File: src/rtl/gtg_map.svh
`ifndef GTG_MAP_SVH
`define GTG_MAP_SVH

// ----------------------------------------------------------------------------
// Register map
// ----------------------------------------------------------------------------
`define GTG_OFF_GATE_CTRL 12'h000
`define GTG_OFF_MATCH_PERIOD 12'h004
`define GTG_OFF_MATCH_COUNT 12'h008
`define GTG_OFF_TIMER_COUNT 12'h00C
`define GTG_OFF_STATUS 12'h010

// ----------------------------------------------------------------------------
// Gate control fields and reset values
// ----------------------------------------------------------------------------
`define GTG_SS_LSB 0
`define GTG_SS_MSB 1
`define GTG_TIMER_EN_BIT 4
`define GTG_TOGGLE_BIT 5
`define GTG_POL_BIT 6
`define GTG_GATE_EN_BIT 7
`define GTG_CTRL_MASK 32'h000000F3
`define GTG_CTRL_RST 8'h00
`define GTG_PERIOD_RST 8'hFF
`define GTG_ZERO8 8'h00
`define GTG_ONE8 8'h01
`define GTG_ZERO16 16'h0000
`define GTG_ONE16 16'h0001
`define GTG_STAT_VAL_BIT 0

`endif

File: src/rtl/gtg_pkg.sv
package gtg_pkg;
    typedef enum logic [1:0] {
        GTG_SRC_PIN,
        GTG_SRC_MATCH,
        GTG_SRC_CMP1,
        GTG_SRC_CMP2
    } gtg_src_t;
endpackage : gtg_pkg

File: src/rtl/gtg_sync2.sv
`timescale 1ns/1ps
`default_nettype none
// ----------------------------------------------------------------------------
// Two-flop level synchroniser
// ----------------------------------------------------------------------------
module gtg_sync2 (
    input wire logic mclk,
    input wire logic sys_rst,
    input wire logic din,
    output logic dout
);
    logic meta_r;
    always_ff @(posedge mclk) begin
        if (sys_rst) begin
            meta_r <= 1'b0;
            dout <= 1'b0;
        end else begin
            meta_r <= din;
            dout <= meta_r;
        end
    end
endmodule : gtg_sync2
`default_nettype wire

File: src/rtl/gtg_gate_ctrl.sv
`timescale 1ns/1ps
`default_nettype none
`include "gtg_map.svh"
// How it works
// The external gate pin is one of the selectable gate sources.
// The match timer counts up to its period value and returns to zero on the next increment.
// Each roll back to zero after a match gives one rising pulse into the gate logic.
// With toggling on, the selected gate drives a flip-flop that flips on every rising edge.
// With toggling on, the gated timer counts over one full cycle of the gate signal.
// Toggling is enabled by bit 5 of the gate control register.
// While toggling is off, the toggle flip-flop is cleared and held at zero.
// The gate value status bit shows the effective gate.
// Bits 1:0 pick the source: pin, match pulse, comparator 1, comparator 2.
// Bit 6 selects whether the chosen source is used as is or inverted.
// The gated timer advances only while the effective gate is high; here only with bit 7 set, as it ignores the gate when bit 7 is clear.
// Each outside source is synchronised before selection and polarity, and the adjusted source toggles on rising edges.
module gtg_gate_ctrl
    import gtg_pkg::*;
(
    input wire logic mclk,
    input wire logic sys_rst,
    input wire logic psel,
    input wire logic penable,
    input wire logic pwrite,
    input wire logic [11:0] paddr,
    input wire logic [31:0] pwdata,
    output logic [31:0] prdata,
    output logic pready,
    output logic pslverr,
    input wire logic ext_gate_pin,
    input wire logic cmp1_out,
    input wire logic cmp2_out,
    input wire logic match_tick,
    input wire logic timer_tick,
    output logic gate_value_status,
    output logic timer_count_en,
    output logic match_pulse
);
    // ------------------------------------------------------------------------
    // Register bus
    // ------------------------------------------------------------------------
    logic [7:0] gate_control_reg_r;
    logic [7:0] match_period_value_r;
    logic [7:0] match_timer_count_r;
    logic [15:0] gated_timer_r;
    logic gate_eff;

    wire acc = psel && penable;
    wire wr_en = acc && pwrite;
    wire sel_ctrl = paddr == `GTG_OFF_GATE_CTRL;
    wire sel_per = paddr == `GTG_OFF_MATCH_PERIOD;
    wire sel_cnt = paddr == `GTG_OFF_MATCH_COUNT;
    wire sel_tmr = paddr == `GTG_OFF_TIMER_COUNT;
    wire sel_stat = paddr == `GTG_OFF_STATUS;
    wire mapped = sel_ctrl | sel_per | sel_cnt | sel_tmr | sel_stat;
    wire [31:0] rd_mux = sel_ctrl ? {24'h000000, gate_control_reg_r} :
                         sel_per ? {24'h000000, match_period_value_r} :
                         sel_cnt ? {24'h000000, match_timer_count_r} :
                         sel_tmr ? {16'h0000, gated_timer_r} :
                         sel_stat ? {31'h0, gate_eff} : 32'h00000000;

    assign pready = 1'b1;
    assign pslverr = acc && !mapped;

    always_ff @(posedge mclk) begin
        if (sys_rst) begin
            prdata <= 32'h00000000;
        end else if (psel && !penable && !pwrite) begin
            prdata <= rd_mux;
        end
    end

    always_ff @(posedge mclk) begin
        if (sys_rst) begin
            gate_control_reg_r <= `GTG_CTRL_RST;
            match_period_value_r <= `GTG_PERIOD_RST;
        end else if (wr_en && sel_ctrl) begin
            gate_control_reg_r <= 8'(pwdata & `GTG_CTRL_MASK);
        end else if (wr_en && sel_per) begin
            match_period_value_r <= pwdata[7:0];
        end
    end

    wire toggle_enable = gate_control_reg_r[`GTG_TOGGLE_BIT];
    wire gate_polarity_select = gate_control_reg_r[`GTG_POL_BIT];
    wire gate_en = gate_control_reg_r[`GTG_GATE_EN_BIT];
    wire timer_en = gate_control_reg_r[`GTG_TIMER_EN_BIT];
    wire [1:0] gate_source_select =
        gate_control_reg_r[`GTG_SS_MSB:`GTG_SS_LSB];

    // ------------------------------------------------------------------------
    // Match timer
    // ------------------------------------------------------------------------
    // A software write to the count wins over an increment in that cycle.
    wire at_match = match_timer_count_r == match_period_value_r;
    logic [7:0] match_nxt;
    assign match_nxt = at_match ? `GTG_ZERO8 :
                       8'(match_timer_count_r + `GTG_ONE8);

    always_ff @(posedge mclk) begin
        if (sys_rst) begin
            match_timer_count_r <= `GTG_ZERO8;
            match_pulse <= 1'b0;
        end else begin
            match_pulse <= match_tick && at_match &&
                           !(wr_en && sel_cnt);
            if (wr_en && sel_cnt) begin
                match_timer_count_r <= pwdata[7:0];
            end else if (match_tick) begin
                match_timer_count_r <= match_nxt;
            end
        end
    end

    // ------------------------------------------------------------------------
    // Gate source, polarity and synchronisation
    // ------------------------------------------------------------------------
    // Each outside gate passes its own two flops before the selector: a mux
    // in front of one shared synchroniser could glitch into it on a switch.
    // The match pulse is already on this clock and goes straight through.
    logic pin_sync;
    logic cmp1_sync;
    logic cmp2_sync;
    gtg_sync2 u_sync_pin (
        .mclk(mclk),
        .sys_rst(sys_rst),
        .din(ext_gate_pin),
        .dout(pin_sync)
    );
    gtg_sync2 u_sync_cmp1 (
        .mclk(mclk),
        .sys_rst(sys_rst),
        .din(cmp1_out),
        .dout(cmp1_sync)
    );
    gtg_sync2 u_sync_cmp2 (
        .mclk(mclk),
        .sys_rst(sys_rst),
        .din(cmp2_out),
        .dout(cmp2_sync)
    );

    gtg_src_t src;
    assign src = gtg_src_t'(gate_source_select);
    logic src_raw;
    always_comb begin
        unique case (src)
            GTG_SRC_PIN: src_raw = pin_sync;
            GTG_SRC_MATCH: src_raw = match_pulse;
            GTG_SRC_CMP1: src_raw = cmp1_sync;
            GTG_SRC_CMP2: src_raw = cmp2_sync;
        endcase
    end

    // A change of source or polarity can itself look like a rising edge, so
    // software should set both before it enables toggling.
    wire src_pol = src_raw ^ gate_polarity_select;

    logic src_prev_r;
    logic toggle_r;
    wire rise = src_pol && !src_prev_r;

    always_ff @(posedge mclk) begin
        if (sys_rst) begin
            src_prev_r <= 1'b0;
            toggle_r <= 1'b0;
        end else begin
            src_prev_r <= src_pol;
            if (!toggle_enable) begin
                toggle_r <= 1'b0;
            end else if (rise) begin
                toggle_r <= !toggle_r;
            end
        end
    end

    // ------------------------------------------------------------------------
    // Effective gate and gated timer
    // ------------------------------------------------------------------------
    assign gate_eff = toggle_enable ? toggle_r : src_pol;
    assign gate_value_status = gate_eff;
    assign timer_count_en = timer_en && (!gate_en || gate_eff) &&
                            timer_tick;

    always_ff @(posedge mclk) begin
        if (sys_rst) begin
            gated_timer_r <= `GTG_ZERO16;
        end else if (wr_en && sel_tmr) begin
            gated_timer_r <= pwdata[15:0];
        end else if (timer_count_en) begin
            gated_timer_r <= 16'(gated_timer_r + `GTG_ONE16);
        end
    end
endmodule : gtg_gate_ctrl
`default_nettype wire

File: config.mk
export PLATFORM = sky130hd
export DESIGN_NAME = gtg_gate_ctrl
export DESIGN_NICKNAME = d
export VERILOG_FILES = /design/src/rtl/gtg_pkg.sv /design/src/rtl/gtg_sync2.sv /design/src/rtl/gtg_gate_ctrl.sv
export VERILOG_INCLUDE_DIRS = /design/src /design/src/rtl
export SDC_FILE = /design/constraint.sdc
export NUM_CORES = 1
export LEC_CHECK = 0
export ABC_AREA = 1
export BUFFER_PORTS_ARGS = -buffer_cell sky130_fd_sc_hd__buf_2
export CORE_MARGIN = 1.5
export CORE_UTILIZATION = 58
export CTS_BUF_LIST = sky130_fd_sc_hd__clkbuf_4 sky130_fd_sc_hd__clkbuf_8
export DETAILED_ROUTE_END_ITERATION = 10
export HOLD_SLACK_MARGIN = 0.08
export PLACE_DENSITY = 0.87
export SETUP_SLACK_MARGIN = 0.4
export SYNTH_ARGS = -nofsm -noshare
export SYNTH_HDL_FRONTEND = slang
export SYNTH_HIERARCHICAL = 1
export SYNTH_SLANG_ARGS = --single-unit
export TNS_END_PERCENT = 100
File: constraint.sdc
create_clock -name mclk -period 3.84 [get_ports mclk]
set_input_delay 0.768 -clock mclk [delete_from_list [all_inputs] [get_ports mclk]]
set_output_delay 0.768 -clock mclk [all_outputs]
set_load 0.005 [all_outputs]
==> out/metrics.csv <==
metric;value;unit
powerDensity;352;mW/mm^2
drv_slew;0;
cts_tree;yes;
timing.rr.end;gated_timer_r[12];
synth_mux_area_share;0;%
critPathMaxFanout;18;
synth_xor_area_share;2.83;%
cts_max_level;3;
ys_seq_area_share;34.0;%
clk_latency;360;ps
diodes;0;
status;finished clean;
path_common_cell;nand2_1;
clk_path_buf_depth;2;
synth_top_family_by_area;simple AND/OR/NAND/NOR gates;
path_buf_inv;3;
syn_inst;537;
p_leak;1.91;nW
grt_pass1_wl;15.4;mm
drv_cap;0;
critPathSlowestCell;dfxtp_1;
avgViaCountPerCell;5.71;
gp_congestion;0.903;
port_buffers;57;
r2r_start;gated_timer_r[0];
rows;28;
crit_chain;inv_2 -> nand2_1 -> nand3_1 -> nand2_1 -> nand2_1 -> nand3_2 -> nand2_1 -> nand2_2 -> nand3_4 -> inv_1 -> buf_2;
required;3070;ps
yosys.area.top_type;dfxtp_1;
pin_count;91;
die_x;83.0;um
cts_buffers;9;
internal_power;1.12;mW
drc;0;
drive_gt1_share;19.9;%
power_frac_comb;5.9;%
layout_commonest_cell;nand2_1;
skew;10.7;ps
hold_path.class;reg2reg;
syn_to_final_growth;12.6;%
yosysWarnings;6;
startpoint_type;register;
hold_start;u_sync_cmp2/meta_r;
overflow;0;
regToRegSetupSlack;1950;ps
holdPathStages;2;
cts_setup_buffers;0;
fin_crit;2510;ps
p_sw;0.353;mW
met1_usage;34.2;%
holdWs;409;ps
setup_ws;1330;ps
syn_area;0.00371;mm^2
slowest_delay;360;ps
nFillCells;496;
seq_power_share;45.0;%
hold_viol;0;
tightest_slew;558;ps
synth_top_cell_area_share;34.0;%
rr_worst_depth;11;
grtUsageTotal;27.3;%
final_antenna_net_count;0;
synth.distinct_cells;42;
clkPwrFrac;49.1;%
vdd_drop_max;0.000238;V
core_area;0.00606;mm^2
use_met3;6.26;%
switching_share;24.0;%
crit_type;reg2out;
arrival;1740;ps
dieArea;0.00689;mm^2
async_flop_share;0;%
synth_ff_type;dfxtp_1;
wl_per_cell;14.2;um
initial_core_util;61.3;%
top_usage_layer;met2;
layout.cells.non_filler;667;
placed_cells;651;
min_delay_worst_endpoint;u_sync_cmp2/dout;
yosys.area_share.adder;0.674;%
drt_iter0_markers;294;
synthTopCellsByArea;dfxtp_1, nand2_1, nand3_1, a21oi_1, inv_1;
dp_slack;1340;ps
worst_setup_path_end_kind;output pin;
place_hpwl;6.63;mm
grt_max_degree;49;
num_vias;3806;
fin_crit_sh;65.4;%
relSlewSlack;62.8;%
utilization;69.0;%
layout_common_cells;nand2_1, dfxtp_1, nand3_1, buf_2, inv_1;
routed_wirelength;9.45;mm
firstDrtPassIters;5;
clkTransAtPathRegs;80;ps
synth-compound-area-share;15.2;%
die_y;83.0;um
grt_antenna_before_repair;0;
postCtsHoldBufs;0;
synth_edf_count;0;
synth_seq_cells;63;
fmax;398;MHz
crit_family;simple AND/OR/NAND/NOR gates;
finalSetupTns;0;ps
nets;643;
cts_sinks;63;
grtUsageMet2;45.0;%
synthSimpleGateAreaFrac;34.6;%
cts-root-buf;clkbuf_8;
grt_setup_unrepaired;no;
avgSynthCellArea;6.92;um^2
grt_pass1_vias;3493;
cts_resized;0;
setup_viol;0;
logic make-up (layout without fill, tap and decap cells):
| logic type | count (synthesis) | in the layout |
|---|---|---|
| other cells | 2 | 17 |
| flops | 63 | 63 |
| simple gates | 266 | 266 |
| compound gates | 95 | 95 |
| fa+ha+maj | 2 | 2 |
| xor+xnor | 12 | 12 |
| buf+inv | 97 | 137 |
cell usage after synthesis, types with 5 or more instances:
master and n:
nand3_1 60, a21oi_2 5, dfxtp_1 63, nor3_1 7, a31oi_1 5, nor2_2 5
inv_1 52, xor2_1 6, buf_4 19, o21ai_2 5, inv_2 6, o21ai_0 19
nand2_1 139, xnor2_1 6, o211ai_1 12, clkbuf_1 9, nand2_4 5, nand4_1 9
a21oi_1 41, nor2_1 24
worst max path at each step:
stage	end	cells after the start	start	slack, ps
final	timer_count_en	11	gate_control_reg_r[0]	1330
after global routing	timer_count_en	11	gate_control_reg_r[0]	1190
after CTS	timer_count_en	11	gate_control_reg_r[0]	1330
after detailed placement	pslverr	8	paddr[0]	1340
after global placement	pslverr	8	paddr[0]	1400
after floorplan	pslverr	6	paddr[5]	1690
worst register-to-register path, delay by kind of cell (launching register included):
family	cells	cell delay (ps)
AOI/OAI and AO/OA	1	120
xor gates and xnor gates	1	170
adders and majority gates	1	230
DFF	1	430
and+or+nand+nor	8	880
area by class of cell:
class | count | area [um^2] | share of cell area, %
multi-input combinational | 392 | 2040 | 48.8
sequential | 63 | 1260 | 30.2
timing repair buffer | 59 | 300 | 7.18
inverter | 62 | 238 | 5.69
clock buffer | 9 | 124 | 2.96
clock inverter | 7 | 121 | 2.90
tap | 75 | 93.8 | 2.24
per-stage QoR:
stage	cell area [um^2]	power, mW
global route	4180	1.51
finish	4180	1.47
floorplan	3770	0.735
detailed placement	3940	0.762
global placement	3940	0.760
CTS	4180	1.47
sequential cells by signal, indices dropped and copies added (netlist names):
| register | cells |
|---|---|
| match_period_value_r | 8 |
| prdata | 16 |
| src_prev_r | 1 |
| u_sync_cmp2/meta_r | 1 |
| gated_timer_r | 16 |
| match_timer_count_r | 8 |
| u_sync_cmp1/dout | 1 |
| u_sync_pin/dout | 1 |
| gate_control_reg_r | 6 |
| u_sync_cmp2/dout | 1 |
| match_pulse | 1 |
| u_sync_cmp1/meta_r | 1 |
| toggle_r | 1 |
| u_sync_pin/meta_r | 1 |
metal layers:
layer	vias to the layer above	share of wire, %
li1	1831	-
met1	1757	41
met2	197	47
met3	21	9.0
met4	0	2.1
met5	-	0
power groups by stage:
stage	combinational (mW)	clock [mW]	sequential [mW]
after floorplan	0.0593	0	0.676
after global placement	0.0828	0	0.677
after detailed placement	0.0849	0	0.678
after CTS	0.0858	0.719	0.662
after global routing	0.0955	0.747	0.663
final	0.0873	0.723	0.662
No activity file was read; power rests on OpenSTA's default activity.
